--- src/lpbps_params.svh ---
// Purpose: offsets, field positions and reset values of the partner base page snapshot
// Assumes: register offsets are word indices; byte address is four times the index
// Notes:   definitions only
`ifndef LPBPS_PARAMS_SVH
`define LPBPS_PARAMS_SVH

// register indices
`define LPBPS_IDX_LOW_WORD      12'h205
`define LPBPS_IDX_MID_WORD      12'h206
`define LPBPS_IDX_HIGH_WORD     12'h207

// reset value of both snapshot words
`define LPBPS_WORD_RESET        16'h0000

// middle word fields
`define LPBPS_MID_LONG_REACH    14
`define LPBPS_MID_GIGABIT       7
`define LPBPS_MID_SHORT_FD      6
`define LPBPS_MID_FAST          5
`define LPBPS_MID_MASTER        4
`define LPBPS_MID_MASK          16'h40F0

// high word fields
`define LPBPS_HIGH_EEE          14
`define LPBPS_HIGH_HI_ABLE      13
`define LPBPS_HIGH_HI_REQ       12
`define LPBPS_HIGH_SHORT_HD     11
`define LPBPS_HIGH_MASK         16'h6800

`endif

--- src/lpbps_pkg.sv ---
// Purpose: types of the partner base page snapshot
// Assumes: nothing beyond the params header
// Notes:   snapshot travels as one packed struct
package lpbps_pkg;

   // frozen middle and high words
   typedef struct packed {
      logic [15:0] mid;
      logic [15:0] high;
   } lpbps_snap_s;

   // which register an address selects
   typedef enum logic [1:0] {
      LPBPS_SEL_NONE,
      LPBPS_SEL_LOW,
      LPBPS_SEL_MID,
      LPBPS_SEL_HIGH
   } lpbps_sel_e;

endpackage : lpbps_pkg

--- src/lpbps_snapshot.sv ---
// Purpose: read-only snapshot of the partner base page bits 47:16, read over APB
// Assumes: PARTNER_PAGE is the live received base page, synchronous to REF_CLK
// Notes:   one wait state on every transfer so read data comes from a flop
//
// Operation
// - low word read freezes mid and high words
// - mid and high reads return the frozen snapshot
// - mid bit 14 shows partner long reach ability
// - mid bit 7 shows partner gigabit ability
// - mid bit 6 shows partner short reach full duplex
// - mid bit 5 shows partner fast ability
// - mid bit 4 shows partner master select
// - high bit 14 shows partner energy efficient ability
// - high bit 13 shows partner high amplitude ability
// - high bit 11 shows partner short reach half duplex
// - both words reset to zero, reserved read zero
// - transmit level high only if both able, one requests
`timescale 1ns/1ps
`include "lpbps_params.svh"

module lpbps_snapshot #(
   parameter int ADDR_W = 14
) (
   input  wire logic              REF_CLK,
   input  wire logic              RST,
   input  wire logic              PSEL,
   input  wire logic              PENABLE,
   input  wire logic              PWRITE,
   input  wire logic [ADDR_W-1:0] PADDR,
   input  wire logic [31:0]       PWDATA,
   output logic                   PREADY,
   output logic [31:0]            PRDATA,
   output logic                   PSLVERR,
   input  wire logic [47:0]       PARTNER_PAGE,
   input  wire logic              LOCAL_HIGH_AMPLITUDE_ABLE,
   input  wire logic              LOCAL_HIGH_AMPLITUDE_REQUEST,
   output logic                   TX_LEVEL_HIGH
);

   // the highest index times four must fit the address; refused at elaboration
   if (ADDR_W < 12) begin : g_addr_check
      $error("lpbps_snapshot: ADDR_W must be at least 12");
   end

   // map a byte address to the register it selects; low two bits must be zero
   function automatic lpbps_pkg::lpbps_sel_e decode(input logic [ADDR_W-1:0] addr);
      logic [ADDR_W-1:0] idx;
      idx = addr >> 2;
      if (addr[1:0] != 2'h0) begin
         decode = lpbps_pkg::LPBPS_SEL_NONE;
      end else if (idx == ADDR_W'(`LPBPS_IDX_LOW_WORD)) begin
         decode = lpbps_pkg::LPBPS_SEL_LOW;
      end else if (idx == ADDR_W'(`LPBPS_IDX_MID_WORD)) begin
         decode = lpbps_pkg::LPBPS_SEL_MID;
      end else if (idx == ADDR_W'(`LPBPS_IDX_HIGH_WORD)) begin
         decode = lpbps_pkg::LPBPS_SEL_HIGH;
      end else begin
         decode = lpbps_pkg::LPBPS_SEL_NONE;
      end
   endfunction : decode

   lpbps_pkg::lpbps_sel_e  sel;
   lpbps_pkg::lpbps_snap_s snap;
   logic [15:0]            live_mid;
   logic [15:0]            live_high;
   logic                   access;
   logic                   low_read_done;
   logic                   write_done;
   logic                   next_tx_high;

   // reserved positions are masked so they can never read as one
   assign live_mid      = PARTNER_PAGE[31:16] & `LPBPS_MID_MASK;
   assign live_high     = PARTNER_PAGE[47:32] & `LPBPS_HIGH_MASK;
   assign sel           = decode(PADDR);
   assign access        = PSEL & PENABLE & ~PREADY;
   assign low_read_done = PSEL & PENABLE & PREADY & ~PWRITE & (sel == lpbps_pkg::LPBPS_SEL_LOW);
   assign write_done    = PSEL & PENABLE & PREADY & PWRITE;

   // one wait state: ready rises in the second access cycle
   always_ff @(posedge REF_CLK) begin
      if (RST) begin
         PREADY <= 1'b0;
      end else begin
         PREADY <= access;
      end
   end

   // read data and error loaded in the first access cycle, held through ready
   always_ff @(posedge REF_CLK) begin
      if (RST) begin
         PRDATA  <= 32'h00000000;
         PSLVERR <= 1'b0;
      end else if (access) begin
         PSLVERR <= (sel == lpbps_pkg::LPBPS_SEL_NONE);
         case (sel)
            lpbps_pkg::LPBPS_SEL_LOW:  PRDATA <= {16'h0000, PARTNER_PAGE[15:0]};
            lpbps_pkg::LPBPS_SEL_MID:  PRDATA <= {16'h0000, snap.mid};
            lpbps_pkg::LPBPS_SEL_HIGH: PRDATA <= {16'h0000, snap.high};
            default:                   PRDATA <= 32'h00000000;
         endcase
      end else if (!PSEL) begin
         PSLVERR <= 1'b0;
      end
   end

   // freeze only on a completed low word read; writes never reach here
   always_ff @(posedge REF_CLK) begin
      if (RST) begin
         snap.mid  <= `LPBPS_WORD_RESET;
         snap.high <= `LPBPS_WORD_RESET;
      end else if (low_read_done) begin
         snap.mid  <= live_mid;
         snap.high <= live_high;
      end
   end

   // level resolution follows the live page so the link need not wait for software
   assign next_tx_high = LOCAL_HIGH_AMPLITUDE_ABLE & PARTNER_PAGE[32+`LPBPS_HIGH_HI_ABLE]
                       & (LOCAL_HIGH_AMPLITUDE_REQUEST | PARTNER_PAGE[32+`LPBPS_HIGH_HI_REQ]);

   always_ff @(posedge REF_CLK) begin
      if (RST) begin
         TX_LEVEL_HIGH <= 1'b0;
      end else begin
         TX_LEVEL_HIGH <= next_tx_high;
      end
   end
endmodule : lpbps_snapshot

--- config.mk ---
export PLATFORM = sky130hd
export DESIGN_NAME = lpbps_snapshot
export DESIGN_NICKNAME = d
export VERILOG_FILES = /design/src/lpbps_pkg.sv /design/src/lpbps_snapshot.sv
export VERILOG_INCLUDE_DIRS = /design/src
export SDC_FILE = /design/constraint.sdc
export NUM_CORES = 1
export LEC_CHECK = 0
export ABC_AREA = 0
export BUFFER_PORTS_ARGS = -buffer_cell sky130_fd_sc_hd__buf_4
export CAP_MARGIN = 20
export CORE_AREA = 2 2 64 66
export DETAILED_ROUTE_END_ITERATION = 10
export DIE_AREA = 0 0 66 68
export PLACE_DENSITY_LB_ADDON = 0.05
export RECOVER_POWER = 50
export REMOVE_ABC_BUFFERS = 1
export SYNTH_ARGS = -nofsm -noshare
export SYNTH_HDL_FRONTEND = slang
export SYNTH_SLANG_ARGS = --single-unit
--- constraint.sdc ---
create_clock -name REF_CLK -period 1.3 [get_ports REF_CLK]
set_input_delay 0.13 -clock REF_CLK [delete_from_list [all_inputs] [get_ports REF_CLK]]
set_output_delay 0.13 -clock REF_CLK [all_outputs]
set_load 0.01 [all_outputs]
==> results of run 1 <==
## state kept, by name, summed over array words and instances, names as in the netlist
name / flops
PRDATA: 16
PSLVERR: 1
snap: 8
PREADY: 1
TX_LEVEL_HIGH: 1
## power by group through the flow
stage | clock (mW) | sequential, mW | combinational, mW
floorplan | 0 | 0.854 | 0.0597
global placement | 0 | 0.852 | 0.205
detailed placement | 0 | 0.852 | 0.209
CTS | 0.494 | 0.833 | 0.209
global route | 0.532 | 0.834 | 0.228
finish | 0.480 | 0.833 | 0.208
## layer usage
| layer | routed length [um] | vias to the layer above | share of wire | track usage |
|---|---|---|---|---|
| li1 | - | 610 | - | - |
| met1 | 1479 | 585 | 0.43 | 0.1861 |
| met2 | 1628 | 52 | 0.48 | 0.2475 |
| met3 | 264 | 4 | 0.078 | 0.02632 |
| met4 | 32 | 0 | 0.0094 | 0.04592 |
| met5 | 0 | - | 0 | 0 |
## layout by cell type (no fill, tap or decap), types with 4 or more instances in the layout
master	netlist	final
clkbuf_1	3	18
conb_1	1	16
nand2_1	10	10
nand3_1	11	11
o21ai_0	9	8
nor2_1	13	12
dfxtp_1	27	27
buf_4	20	50
a32oi_1	9	9
a21oi_1	10	10
a22oi_1	4	4
o21ai_1	6	7
## worst paths after layout
| check | from | to | slack [ps] | depth (start not counted) |
|---|---|---|---|---|
| worst max-delay path | PREADY$_SDFF_PP0_ | snap[30]$_SDFFE_PP0P_ | 60 | 4 |
| worst min-delay path | LOCAL_HIGH_AMPLITUDE_ABLE | TX_LEVEL_HIGH$_SDFF_PP0_ | 90 | 3 |
| worst max register to register | PREADY$_SDFF_PP0_ | snap[30]$_SDFFE_PP0P_ | 60 | 4 |
| worst min register to register | PRDATA[13]$_SDFFE_PP0P_ | PRDATA[13]$_SDFFE_PP0P_ | 450 | 2 |
## layout make-up
class	count	area (sq um)
sequential	27	540.5
multi-input combinational	107	605.6
tap	50	62.56
clock buffer	4	45.04
timing repair buffer	69	479.2
fill	402	2123
## tightest hold or removal path, stage by stage
cell and delay, ps:
buf_4 110, nand2_1 50, nor3_1 40
## metrics by stage
step / instances / hold WS [ps]
6_report: 257 / 90.20
5_1_grt: 257 / 111.0
4_1_cts: 257 / 90.11
3_5_place_dp: 253 / 383.4
3_3_place_gp: 253 / 373.2
2_1_floorplan: 134 / 199.1
## cell families (layout without fill, tap and decap cells)
| kind of cell | Yosys count | after routing | share of synthesized area |
|---|---|---|---|
| AND/OR/NAND/NOR | 49 | 49 | 0.2114 |
| flip-flops | 27 | 27 | 0.4329 |
| buffers and inverters | 24 | 73 | 0.1333 |
| other | 1 | 16 | 0.003003 |
| multiplexers | 3 | 3 | 0.02505 |
| AO/OA/AOI/OAI | 39 | 39 | 0.1944 |
## what timing repair did
item / in CTS / in global routing
endpoints found under the setup margin: 10 / 18
pin swaps: 0 / 3
cloned: 0 / 0
resized for setup: 2 / 4
hold buffers: 0 / 0
==> summary.md, run 1 <==
| Metric | Value |
|---|---|
| Share of power burned in the clock network | 0.315 |
| Largest cells by area after synthesis | dfxtp_1, buf_4, a32oi_1 |
| Relative contribution of sequential cells to total power | 0.548 |
| Sw Share | 0.2344 |
| Fraction of registers with async set/reset | 0 |
| Unique masters post-synth | 26 |
| Data required time at the worst endpoint | 1460 ps |
| Post-synthesis sequential area ratio | 0.4329 |
| Total design power | 1.520 mW |
| Portion of synthesized cell area occupied by the leading cell type | 0.4329 |
| Final weighted congestion of routability-driven global placement | 0.7626 |
| Critical Path Fanout Max | 8 |
| Setup TNS | 0 ps |
| Ratio of total power to cell area | 877.3 nW/um^2 |
| Number of antenna repair diodes | 0 |
| Maximum number of pins on one net before global-route repair | 23 |
| Cells along the critical path | nor2b_2 -> nand4_1 -> o21ai_0 -> a21oi_1 |
| Chip width | 66 um |
| Crit path DAT | 1400 ps |
| Height of the die | 68 um |
| Cell count after synthesis | 143 |
| Initial antenna violation count | 0 |
| Switching pwr | 0.3563 mW |
| Sinks on Clock Net | 27 |
| Comb pwr share | 0.137 |
| PortBufs | 64 |
| Final critical-path share of the clock period | 0.9528 |
| Total wirelength of the detailed-routed design | 3406 um |
| Mean instance size in the synthesized netlist | 8.732 sq um |
| RSZ-0062 raised after global routing | yes |
| Most instantiated flip-flop cell in the synthesis netlist | dfxtp_1 |
| Largest stage delay on the critical path | 370 ps |
| Buffers & Inverters on Critical Path | 0 |
| Starting density of the core | 0.3238 |
| Final core utilization | 0.4494 |
| Slowest stage cell on the critical path | dfxtp_1 |
| Final setup violating endpoints | 0 |
| CTS H-Tree Depth | 1 |
| Critical path launch point type | flop |
| Maximum clock frequency | 0.8073 GHz |
| Total overflow reported by the global router | 0 |
| Most instantiated library cell after synthesis | dfxtp_1 |
| Maximum clock insertion buffer count | 2 |
| Hold WC Path Type | in -> reg |
| Die area | 4488 sq um |
| Cell area after layout | 1733 sq um |
| Nature of the critical path endpoint | flop |
| Most numerous cell types in the synthesized netlist | dfxtp_1, buf_4, nor2_1 |
| Number of rows in the core area | 23 |
| EDFF count, synth | 0 |
| Worst setup slack before clock tree synthesis | -38.53 ps |
| Count of nets left with antenna violations after detail routing | 0 |
| Cell Area, Placed | 1744 sq um |
| Via density | 4.868 |
| Final Hold Vio Count | 0 |
| Number of warnings printed during yosys synthesis | 0 |
| Synth-to-Final Area Change | 38.78% |
| Count of vias placed by the detailed router | 1251 |
| Fraction of final layout cells with drive strength greater than 1 | 0.3043 |
| Minimum setup slack in the final design | 61.36 ps |
| Drt pass-1 iters | 4 |
| Largest delay contributor family on the critical path | simple AND/OR/NAND/NOR gates |
| Clock skew after layout | 1.341 ps |
| CTS tree | built |
| Detailed placer's ending HPWL | 2627 um |
| Run status | completed |
| Synthesis-stage register bit count | 27 |
| Global-route total usage across every layer | 0.1448 |
| CP Class | reg -> reg |
| Leakage power total | 0.7008 nW |
| Cell internal pwr | 1.164 mW |
| Post-route DRC | 0 |
| Final net count | 309 |
| Number of global-route vias before repair | 1137 |
| Post CTS Setup Buffer Count | 0 |
| Post-synthesis instance area | 1249 sq um |
| Cell type contributing the most total cell area after synthesis | dfxtp_1 |
| Placeable Area | 3856 sq um |
| Later-pin clock latency in the skew report | 270 ps |
| Wire length of the first global-routing pass | 5092 um |
| Root Buffer | clkbuf_8 |
| Minimum clock period | 1239 ps |
| Number of maximum-capacitance violations | 0 |
| # IOs | 136 |
| Number of buffers created by CTS | 3 |
| Worst VDD drop | 360.0 uV |
| Clock-pin transition on the worst setup and hold timing paths | 90 ps |
| Number of violations reported at the end of detailed-routing iteration 0 | 46 |
| Max Transition Viols Final | 0 |
| Average wire length per cell after detail routing | 13.25 um |
Note: power is estimated with default switching activity, not from simulation.
==> run 2: changes to the inputs <==
--- a/config.mk
+++ b/config.mk
@@ -12,2 +12,3 @@
 export CORE_AREA = 2 2 64 66
+export CTS_CLUSTER_SIZE = 30
 export DETAILED_ROUTE_END_ITERATION = 10
==> constraint.sdc (replaced) <==
create_clock -name REF_CLK -period 1.3 [get_ports REF_CLK]
set_input_delay 0.065 -clock REF_CLK [delete_from_list [all_inputs] [get_ports REF_CLK]]
set_output_delay 0.065 -clock REF_CLK [all_outputs]
set_load 0.01 [all_outputs]
==> run 2 against run 1 <==
Compared with the run above:
- core utilization increased by 1.2 points
- sequential share of layout area decreased by 0.79 points
- fmax increased by 0.61%
- worst hold slack got worse by 62 ps
- wire length decreased by 4.4%
- setup slack improved by 7.5 ps
- global-route usage increased by 0.23 points
- critical endpoint is now snap[22]$_SDFFE_PP0P_
- largest power group unchanged
==> summary.md, run 2 (synthesis results as in run 1) <==
| Metric | Value |
|---|---|
| Run status | completed |
| Hold WC Path Type | in -> reg |
| Crit path DAT | 1380 ps |
| Final core utilization | 0.4611 |
| Post-CTS Hold Buffers | 0 |
| Number of rows in the core area | 23 |
| Height of the die | 68 um |
| Final net count | 308 |
| Placeable Area | 3856 sq um |
| Minimum setup slack in the final design | 68.88 ps |
| Critical Path Fanout Max | 8 |
| Cell area after layout | 1778 sq um |
| Final critical-path share of the clock period | 0.9470 |
| Global-route total usage across every layer | 0.1471 |
| CTS tree | built |
| Non-filler instance count after layout | 256 |
| Total overflow reported by the global router | 0 |
| Number of antenna repair diodes | 0 |
| Maximum clock insertion buffer count | 2 |
| Clock skew after layout | 2.796 ps |
| Final weighted congestion of routability-driven global placement | 0.7598 |
| Number of buffers created by CTS | 3 |
| Number of global-route vias before repair | 1141 |
| Data required time at the worst endpoint | 1450 ps |
| CTS H-Tree Depth | 1 |
| Wire length of the first global-routing pass | 5099 um |
| CP Class | reg -> reg |
| Switching pwr | 0.3453 mW |
| Initial antenna violation count | 0 |
| Max FFs per register | 16 |
| Maximum number of pins on one net before global-route repair | 23 |
| Registers with the highest flip-flop counts | PRDATA x16, snap x8 |
| Root Buffer | clkbuf_8 |
| Commonest non-fill, non-tap cell in the layout | buf_4 |
| Final setup violating endpoints | 0 |
| Synth-to-Final Area Change | 42.39% |
| Ratio of total power to cell area | 850.0 nW/um^2 |
| Leakage power total | 0.7658 nW |
| Count of vias placed by the detailed router | 1230 |
| Cell count after placement | 252 |
| Die area | 4488 sq um |
| Detailed placer's ending HPWL | 2497 um |
| Fill count | 403 |
| Max Transition Viols Final | 0 |
| Top library cells by usage in the layout, fill and taps aside | buf_4, dfxtp_1, conb_1 |
| Cell Area, Placed | 1724 sq um |
| Minimum clock period | 1231 ps |
| Cell internal pwr | 1.166 mW |
| Count of nets left with antenna violations after detail routing | 0 |
| Drt pass-1 iters | 4 |
| Chip width | 66 um |
| Share of power burned in the clock network | 0.310 |
| Number of violations reported at the end of detailed-routing iteration 0 | 41 |
| PortBufs | 64 |
| WHS | 27.97 ps |
| Critical path launch point type | flop |
| Post-route DRC | 0 |
| Starting density of the core | 0.3238 |
| Largest register by flop count | PRDATA |
| Number of maximum-capacitance violations | 0 |
| Setup TNS | 0 ps |
| Worst setup slack before clock tree synthesis | -1.271 ps |
| # IOs | 136 |
| Fraction of final layout cells with drive strength greater than 1 | 0.3835 |
| Sw Share | 0.2285 |
| Worst VDD drop | 528.7 uV |
| Maximum clock frequency | 0.8123 GHz |
| RSZ-0062 raised after global routing | yes |
| Clock-pin transition on the worst setup and hold timing paths | 90 ps |
| Via density | 4.805 |
| Relative contribution of sequential cells to total power | 0.551 |
| Sinks on Clock Net | 27 |
| Nature of the critical path endpoint | flop |
| Comb pwr share | 0.140 |
| Total wirelength of the detailed-routed design | 3255 um |
| Total design power | 1.511 mW |
| Average wire length per cell after detail routing | 12.71 um |
| Later-pin clock latency in the skew report | 270 ps |
| Final Hold Vio Count | 0 |
## run 2: cell types whose count changed in the layout (fill, tap and decap cells not counted), sizes merged
cell    delta
buf       +16
clkbuf    -17
## run 2: cell type report
cell class,instances,area (sq um),share of cell area
Multi-Input combinational cell,107,606.8,0.3413
Sequential cell,27,540.5,0.3040
Timing Repair Buffer,68,523.0,0.2942
Tap cell,50,62.56,0.03519
Clock buffer,4,45.04,0.02533
## run 2: repair_timing
item                       CTS  global route
resized for setup            1             6
setup endpoints to repair    9            19
setup buffers                0             0
pin swaps                    0             2
## run 2: worst max-delay path: stages, from the launching register on
cell     delay [ps]
dfxtp_1         360
nor2b_2         170
nand4_1         250
o21ai_0         250
a21oi_1          90
## run 2: path summary, 6_finish.rpt
| check | from | end | slack [ps] | cells after the start |
|---|---|---|---|---|
| hold reg to reg | PRDATA[11]$_SDFFE_PP0P_ | PRDATA[11]$_SDFFE_PP0P_ | 450 | 2 |
| hold / removal | LOCAL_HIGH_AMPLITUDE_ABLE | TX_LEVEL_HIGH$_SDFF_PP0_ | 30 | 3 |
| setup reg to reg | PREADY$_SDFF_PP0_ | snap[22]$_SDFFE_PP0P_ | 70 | 4 |
| setup / recovery | PREADY$_SDFF_PP0_ | snap[22]$_SDFFE_PP0P_ | 70 | 4 |
## run 2: power by group through the flow
stage | logic [mW] | registers (mW) | clock network [mW]
finish | 0.211 | 0.832 | 0.468
global placement | 0.206 | 0.852 | 0
global route | 0.231 | 0.833 | 0.526
CTS | 0.209 | 0.833 | 0.492
floorplan | 0.0597 | 0.854 | 0
detailed placement | 0.209 | 0.852 | 0
## run 2: per-layer routing
| layer | vias to the layer above | global-route usage | wire [um] |
|---|---|---|---|
| met5 | - | 0 | 0 |
| met4 | 0 | 0.05867 | 44 |
| met3 | 5 | 0.03783 | 310 |
| met2 | 58 | 0.2449 | 1482 |
| met1 | 557 | 0.1828 | 1417 |
| li1 | 610 | - | - |
